--- src/gate_cmd_pkg.sv ---
// Package of constants and types for the three-phase gate command controller
package gate_cmd_pkg;

  localparam int unsigned CLK_MHZ       = 125;
  localparam int unsigned NUM_PHASES    = 3;
  localparam int unsigned DEAD_TIME_NS  = 1500;
  localparam int unsigned MIN_PULSE_NS  = 500;
  localparam int unsigned MAX_CARRIER_HZ = 20000;
  localparam int unsigned HOLD_TIME_MS  = 5;
  localparam int unsigned RESTART_S     = 2;
  localparam int unsigned SHDN_MIN_NS   = 3000;

  localparam int unsigned DEAD_CYC   = (DEAD_TIME_NS * CLK_MHZ + 999) / 1000;
  localparam int unsigned PULSE_CYC  = (MIN_PULSE_NS * CLK_MHZ + 999) / 1000;
  localparam int unsigned PERIOD_CYC = (CLK_MHZ * 1000000 + MAX_CARRIER_HZ - 1) / MAX_CARRIER_HZ;
  localparam int unsigned HOLD_CYC   = HOLD_TIME_MS * CLK_MHZ * 1000;
  localparam int unsigned RESTART_CYC = RESTART_S * CLK_MHZ * 1000000;
  localparam int unsigned SHDN_CYC   = (SHDN_MIN_NS * CLK_MHZ + 999) / 1000;

  localparam int unsigned DUTY_W = 16;
  localparam int unsigned CNT_W  = 32;

  typedef struct packed {
    logic high_side_cmd;
    logic low_side_cmd;
  } phase_cmd_t;

  typedef enum logic [1:0] {
    SIDE_OFF,
    SIDE_HIGH,
    SIDE_LOW
  } side_t;

  typedef enum logic [2:0] {
    ST_RESET,
    ST_RUN,
    ST_STOP,
    ST_SHDN,
    ST_WAIT
  } ctrl_state_t;

endpackage

--- src/gate_cmd_ctrl.sv ---
// Controller driving a three-phase gate driver's command and fault pins
// Contract
// - Gate commands are active high, high meaning transistor on.
// - Both commands of a phase stay low at least 1.5 us between one side off and the other on.
// - Every high and low phase of a command lasts at least 0.5 us. A kill ends a pulse at once, before its timer.
// - The carrier frequency stays at or below 20 kHz.
// - Command lines are always actively driven, never floating.
// - The shared fault line reports driver faults and also accepts shutdown requests.
// - A low fault line stops all gate pulses at once, with no automatic continuation.
// - All commands go low within 5 ms of the fault line going low.
// - After a fault stop, commands resume only after at least 2 s.
// - A shutdown request holds the line low at least 3 us, and high at least 3 us between.
`timescale 1ns/1ns
module gate_cmd_ctrl
  import gate_cmd_pkg::*;
#(
  parameter int unsigned PHASES  = NUM_PHASES,
  parameter int unsigned PERIOD  = PERIOD_CYC,
  parameter int unsigned RESTART = RESTART_CYC,
  parameter int unsigned HOLD    = HOLD_CYC,
  parameter int unsigned SHDN    = SHDN_CYC
)
(
  // Clock and reset
  input  wire logic                    ref_clk,
  input  wire logic                    nrst,
  // User control
  input  wire logic                    run_en,
  input  wire logic                    shutdown_req,
  input  wire logic                    fault_ack,
  input  wire logic [PHASES*DUTY_W-1:0] duty,
  // Gate commands
  output phase_cmd_t [PHASES-1:0]      gate_cmd,
  // Shared fault line
  input  wire logic                    fault_line_in,
  output logic                         fault_line_out,
  output logic                         fault_line_oe,
  // Status
  output logic                         running,
  output logic                         fault_latched,
  output logic                         restart_wait
);

  // ****************************************
  // Carrier
  // ****************************************
  ctrl_state_t      state_ff;
  logic [CNT_W-1:0] carrier_ff;
  logic [CNT_W-1:0] wait_ff;
  logic [CNT_W-1:0] shdn_ff;
  logic             kill;
  logic             line_low;
  logic [CNT_W-1:0] gap_ff;
  logic             shdn_go;

  function automatic logic [CNT_W-1:0] duty_cycles(input logic [DUTY_W-1:0] d);
    logic [CNT_W+DUTY_W-1:0] prod;
    prod = {{CNT_W{1'b0}}, d} * (CNT_W+DUTY_W)'(PERIOD);
    duty_cycles = prod[CNT_W+DUTY_W-1:DUTY_W];
  endfunction

  assign line_low = !fault_line_in;
  assign kill     = (state_ff != ST_RUN) || line_low;
  // Requests outside run or inside the rest gap are dropped
  assign shdn_go  = (state_ff == ST_RUN) && !line_low && shutdown_req && (gap_ff == '0);

  // Fixed period, so the carrier never exceeds its ceiling
  always_ff @(posedge ref_clk or negedge nrst)
  begin
    if (!nrst)
      carrier_ff <= '0;
    else if (carrier_ff >= CNT_W'(PERIOD - 1))
      carrier_ff <= '0;
    else
      carrier_ff <= carrier_ff + 1'b1;
  end

  // ****************************************
  // Phase legs
  // ****************************************
  genvar g;
  generate
    for (g = 0; g < PHASES; g++)
    begin : leg
      logic want_high;
      assign want_high = carrier_ff < duty_cycles(duty[g*DUTY_W +: DUTY_W]);
      phase_leg u_leg (
        .ref_clk   (ref_clk),
        .nrst      (nrst),
        .kill      (kill),
        .want_high (want_high),
        .want_low  (!want_high),
        .cmd       (gate_cmd[g])
      );
    end
  endgenerate

  // ****************************************
  // Supervision
  // ****************************************
  // Kill acts in cycles, far inside the hold window
  always_ff @(posedge ref_clk or negedge nrst)
  begin
    if (!nrst)
      state_ff <= ST_RESET;
    else
    begin
      case (state_ff)
        ST_RESET:
        begin
          if (line_low)
            state_ff <= ST_STOP;
          else if (run_en)
            state_ff <= ST_RUN;
        end
        ST_RUN:
        begin
          if (line_low)
            state_ff <= ST_STOP;
          else if (shdn_go)
            state_ff <= ST_SHDN;
          else if (!run_en)
            state_ff <= ST_RESET;
        end
        ST_SHDN:
        begin
          if (shdn_ff == '0)
            state_ff <= ST_STOP;
        end
        ST_STOP:
        begin
          if (!line_low && fault_ack)
            state_ff <= ST_WAIT;
        end
        ST_WAIT:
        begin
          if (line_low)
            state_ff <= ST_STOP;
          else if (wait_ff == '0)
            state_ff <= ST_RESET;
        end
        default:
          state_ff <= ST_RESET;
      endcase
    end
  end

  // ****************************************
  // Restart wait
  // ****************************************
  // Reloaded on every stop cycle, so the wait always runs in full
  always_ff @(posedge ref_clk or negedge nrst)
  begin
    if (!nrst)
      wait_ff <= '0;
    else if (state_ff == ST_STOP)
      wait_ff <= CNT_W'(RESTART);
    else if (state_ff == ST_WAIT && !line_low && wait_ff != '0)
      wait_ff <= wait_ff - 1'b1;
  end

  // ****************************************
  // Shared fault line
  // ****************************************
  // Own pulls leave the line high at least as long before the next one
  always_ff @(posedge ref_clk or negedge nrst)
  begin
    if (!nrst)
      gap_ff <= '0;
    else if (fault_line_oe)
      gap_ff <= CNT_W'(SHDN);
    else if (gap_ff != '0)
      gap_ff <= gap_ff - 1'b1;
  end

  // Shutdown pulse low then enforced high gap
  always_ff @(posedge ref_clk or negedge nrst)
  begin
    if (!nrst)
    begin
      shdn_ff        <= '0;
      fault_line_out <= 1'b0;
      fault_line_oe  <= 1'b0;
    end
    else
    begin
      fault_line_out <= 1'b0;
      if (shdn_go)
      begin
        shdn_ff       <= CNT_W'(SHDN);
        fault_line_oe <= 1'b1;
      end
      else if (shdn_ff != '0)
        shdn_ff <= shdn_ff - 1'b1;
      else
        fault_line_oe <= 1'b0;
    end
  end

  // ****************************************
  // Status
  // ****************************************
  // Status flags
  always_ff @(posedge ref_clk or negedge nrst)
  begin
    if (!nrst)
    begin
      running       <= 1'b0;
      fault_latched <= 1'b0;
      restart_wait  <= 1'b0;
    end
    else
    begin
      running       <= (state_ff == ST_RUN) && !line_low;
      fault_latched <= (state_ff == ST_STOP) || (state_ff == ST_SHDN) || line_low;
      restart_wait  <= (state_ff == ST_WAIT);
    end
  end

endmodule

--- src/phase_leg.sv ---
// One phase leg: dead time and minimum pulse enforcement for a pair of commands
`timescale 1ns/1ns
module phase_leg
  import gate_cmd_pkg::*;
#(
  parameter int unsigned DEAD  = DEAD_CYC,
  parameter int unsigned PULSE = PULSE_CYC
)
(
  // Clock and reset
  input  wire logic       ref_clk,
  input  wire logic       nrst,
  // Control
  input  wire logic       kill,
  input  wire logic       want_high,
  input  wire logic       want_low,
  // Gate commands
  output phase_cmd_t      cmd
);

  side_t            side_ff;
  logic [CNT_W-1:0] hold_ff;
  side_t            nxt_side;
  logic             pending;

  // Requested side; both asked means off, never both on
  always_comb
  begin
    nxt_side = SIDE_OFF;
    if (!kill && want_high && !want_low)
      nxt_side = SIDE_HIGH;
    else if (!kill && want_low && !want_high)
      nxt_side = SIDE_LOW;
  end

  assign pending = (nxt_side != side_ff);

  // Kill bypasses the pulse timer; a short final pulse beats a late stop
  always_ff @(posedge ref_clk or negedge nrst)
  begin
    if (!nrst)
    begin
      side_ff <= SIDE_OFF;
      hold_ff <= '0;
    end
    else if (kill && side_ff != SIDE_OFF)
    begin
      side_ff <= SIDE_OFF;
      hold_ff <= CNT_W'(DEAD);
    end
    else if (hold_ff != '0)
      hold_ff <= hold_ff - 1'b1;
    else if (pending && side_ff != SIDE_OFF)
    begin
      side_ff <= SIDE_OFF;
      hold_ff <= CNT_W'(DEAD > PULSE ? DEAD : PULSE);
    end
    else if (pending)
    begin
      side_ff <= nxt_side;
      hold_ff <= CNT_W'(PULSE);
    end
  end

  // Always driven, never tristated
  // Follows the held side gated by kill, so only a kill ends a pulse before its timer
  always_ff @(posedge ref_clk or negedge nrst)
  begin
    if (!nrst)
      cmd <= '0;
    else
    begin
      cmd.high_side_cmd <= (side_ff == SIDE_HIGH) && !kill;
      cmd.low_side_cmd  <= (side_ff == SIDE_LOW) && !kill;
    end
  end

endmodule

--- config.mk ---
export PLATFORM = sky130hd
export DESIGN_NAME = gate_cmd_ctrl
export DESIGN_NICKNAME = d
export VERILOG_FILES = /design/src/gate_cmd_pkg.sv /design/src/gate_cmd_ctrl.sv /design/src/phase_leg.sv
export SDC_FILE = /design/constraint.sdc
export NUM_CORES = 1
export LEC_CHECK = 0
export BUFFER_PORTS_ARGS = -buffer_cell sky130_fd_sc_hd__buf_4
export CAP_MARGIN = 20
export CORE_UTILIZATION = 50
export CTS_BUF_LIST = sky130_fd_sc_hd__clkbuf_8
export DETAILED_ROUTE_END_ITERATION = 16
export GPL_ROUTABILITY_DRIVEN = 1
export HOLD_SLACK_MARGIN = 0.03
export PLACE_DENSITY = 0.69
export SYNTH_ARGS = -nofsm -noshare
export SYNTH_HDL_FRONTEND = slang
export SYNTH_SLANG_ARGS = --single-unit
--- constraint.sdc ---
create_clock -name ref_clk -period 9.5 [get_ports ref_clk]
set_clock_uncertainty 0.15 [all_clocks]
set_input_delay 1.425 -clock ref_clk [delete_from_list [all_inputs] [get_ports ref_clk]]
set_output_delay 1.425 -clock ref_clk [all_outputs]
set_load 0.02 [all_outputs]
==> results.yml <==
sta:
  fin_crit_sh_pct: 86.5
  slew_headroom_pct: 38.0
  rsz0062_at_grt: "false"
  worst_slew_pin_slew_ns: 0.930
  fmax_mhz: 122
  fin_crit_ns: 8.22
  setup_viol: 0
  finalHoldViolCount: 0
  tns_ns: 0
  slew_viol_final: 0
floorplan:
  std_cell_rows: 75
  io_pins: 65
  die_height_um: 208
  die_w_um: 208
  start_util_pct: 50.6
  fp.coreArea_um2: 41900
  dieArea_um2: 43300
place:
  postPlaceCellArea_um2: 22400
  gp_congestion: 0.889
  dp_hpwl_mm: 33.4
  portBuffers: 63
global_route:
  grt_pass1_vias: 16122
  antenna_found_initial: 0
  grt_util_all_layers_pct: 20.3
  grt_start_max_net_pins: 90
  grt_pass1_wl_mm: 74.2
  grt-ovfl-total: 0
cells_and_area:
  mostFrequentLayoutCell: "inv_1"
  drive_gt1_share_pct: 7.34
  area_growth_pct: 9.07
  post-route-cell-area_um2: 23200
  final.fill_count: 3679
  layout.nets: 2854
  diodes: 0
  final_util_pct: 55.2
  final_cell_mix: "356 x inv_1, 354 x ha_1, 243 x dfrtp_1, 218 x nor2_1, 117 x fa_1"
route:
  drt_wl_total_mm: 42.5
  firstDrtPassIters: 11
  ant_nets: 0
  drt_first_iter_violations: 725
  num_vias: 15610
  drc: 2
  avgRoutedWirePerCell_um: 14.7
  via_per_inst: 5.39
clock_network:
  holdBufCountCts: 0
  path_clk_slew_ns: 0.07
  clkLatencyLatePin_ns: 0.58
  cts_tree: "built"
  cts.sinks: 243
  cts_buffer_depth: 3
  post_cts_resized: 0
  cts_buffers: 40
  h-tree-depth: 2
  cts_root_buffer: "clkbuf_8"
  postCtsSetupRepairBufs: 0
worst_setup_path:
  crit_type: "in2reg"
  cp-end-kind: "register"
  crit_fanout: 7
  startpoint_type: "input pin"
  cp.required_ns: 9.77
  slowest_delay_ns: 0.78
  arrival_ns: 8.49
  cp_slowest_cell: "a311oi_1"
synth:
  synthAdderAreaFrac_pct: 31.9
  yosysWarnings: 0
  ys_seq_elements: 243
  synth.distinct_cells: 90
  muxShareOfSynthArea_pct: 0.147
  synth_top_cell_area_share_pct: 28.6
  synth_xor_area_share_pct: 7.63
  synth_edf_count: 0
  synth_area_leaders: "dfrtp_1 29%, ha_1 21%, fa_1 11%"
  synth_area_per_cell_um2: 9.53
  synth_ff_type: "dfrtp_1"
  synth_compound_area_share_pct: 8.32
  synth_top_family_by_area: "adder cells"
  synth_seq_area_share_pct: 28.6
  synth_top_area_cell: "dfrtp_1"
  synthesis.instances: 2227
  syn-cell-area_um2: 21200
  ys_async_sr_fraction_pct: 100
  synth-simple-area-share_pct: 16.5
run:
  cap_viol_max_count: 0
run_status:
  violations: "design-rule violations"
  status: "finished with violations"
power:
  peakVddDrop_v: 0.000198
  leakage_nw: 11.6
  cellPowerDensity_nw_per_um2: 200
min_path:
  hold_path_class: "reg2reg"
==> per-stage QoR <==
stage                     cells  setup WS, ns  total power, mW  hold slack (ns)
after global placement     2825          1.01             3.68            0.314
after detailed placement   2825         0.796             3.76            0.315
after floorplan            2246          1.45             3.16            0.288
final                      2895          1.28             4.63            0.298
after global routing       2895         0.813             5.12            0.333
after CTS                  2894          1.37             4.69            0.308
==> layer usage <==
layer	vias up	routed length (um)	global-route usage (%)
li1	7731	-	-
met1	7668	19500	26.7
met2	163	21200	35.8
met3	48	1270	2.51
met4	0	581	4.32
met5	-	0	0
==> path summary, 6_finish.rpt <==
path / start / end / slack (ns) / cells after the start
min reg2reg: state_ff[1] / restart_wait / 0.30 / 1
min in group asynchronous: nrst / leg[0].u_leg.hold_ff[17] / 0.70 / 1
max reg2reg: shdn_ff[4] / shdn_ff[19] / 6.00 / 9
max in group asynchronous: nrst / leg[1].u_leg.hold_ff[3] / 7.02 / 2
max: duty[11] / leg[0].u_leg.hold_ff[3] / 1.28 / 29
min: state_ff[1] / restart_wait / 0.30 / 1
==> area by class of cell <==
class	instances	area (um2)	share of cell area (%)
inverters	341	1280	5.53
multi-input cells	1630	13800	59.5
clock inverters	21	103	0.443
flip-flops and latches	243	6080	26.3
repair buffers	73	576	2.49
clock buffers	48	661	2.85
well taps	539	674	2.91
==> sequential cells by signal (all words and copies together), names as in the netlist <==
register           flops
carrier_ff            32
fault_latched          1
fault_line_oe          1
gap_ff                32
leg.u_leg.cmd          6
leg.u_leg.hold_ff     96
leg.u_leg.side_ff      6
restart_wait           1
running                1
shdn_ff               32
state_ff               3
wait_ff               32
==> where the power goes <==
part / leakage, nW / internal, mW / switching, mW
Sequential: 3.00 / 1.16 / 0.119
Clock: 0.455 / 0.459 / 0.423
Combinational: 8.18 / 1.08 / 1.39
==> synth_stat cells (5+ instances only) <==
cell      count
ha_1        354
inv_1       340
dfrtp_1     243
nor2_1      218
fa_1        117
xnor2_1     114
nand2_1     108
a21oi_1      81
nor3_1       80
xor2_1       71
or3_1        46
o21ai_0      42
nor4_1       41
nand3_1      37
a21o_1       23
clkbuf_1     23
or4_1        22
nand2b_1     19
and3_1       18
o31ai_1      17
nand4_1      15
or2_2        14
o211ai_1     12
o21a_1       10
nand3b_1      9
a31o_2        8
a31oi_1       8
nor2b_1       8
o21ai_1       8
a211o_1       6
a211oi_1      5
a21boi_0      5
nor3b_1       5
o41ai_1       5
==> worst max-delay path: cells and delay by family <==
| kind | cells | cell delay (ns) |
|---|---|---|
| adder cells (fa/ha/maj) | 7 | 2.80 |
| AND/OR/NAND/NOR | 6 | 1.27 |
| AO/OA/AOI/OAI | 10 | 2.55 |
| XOR/XNOR | 1 | 0.09 |
| buffers and inverters | 5 | 0.36 |
==> cells by family after synthesis <==
logic type,count (synthesis)
multiplexers,3
adder cells (fa/ha/maj),472
AO/OA/AOI/OAI,269
XOR/XNOR,185
buffers and inverters,373
AND/OR/NAND/NOR,681
other,1
flip-flops,243
Power figures use the tool's default switching activity.
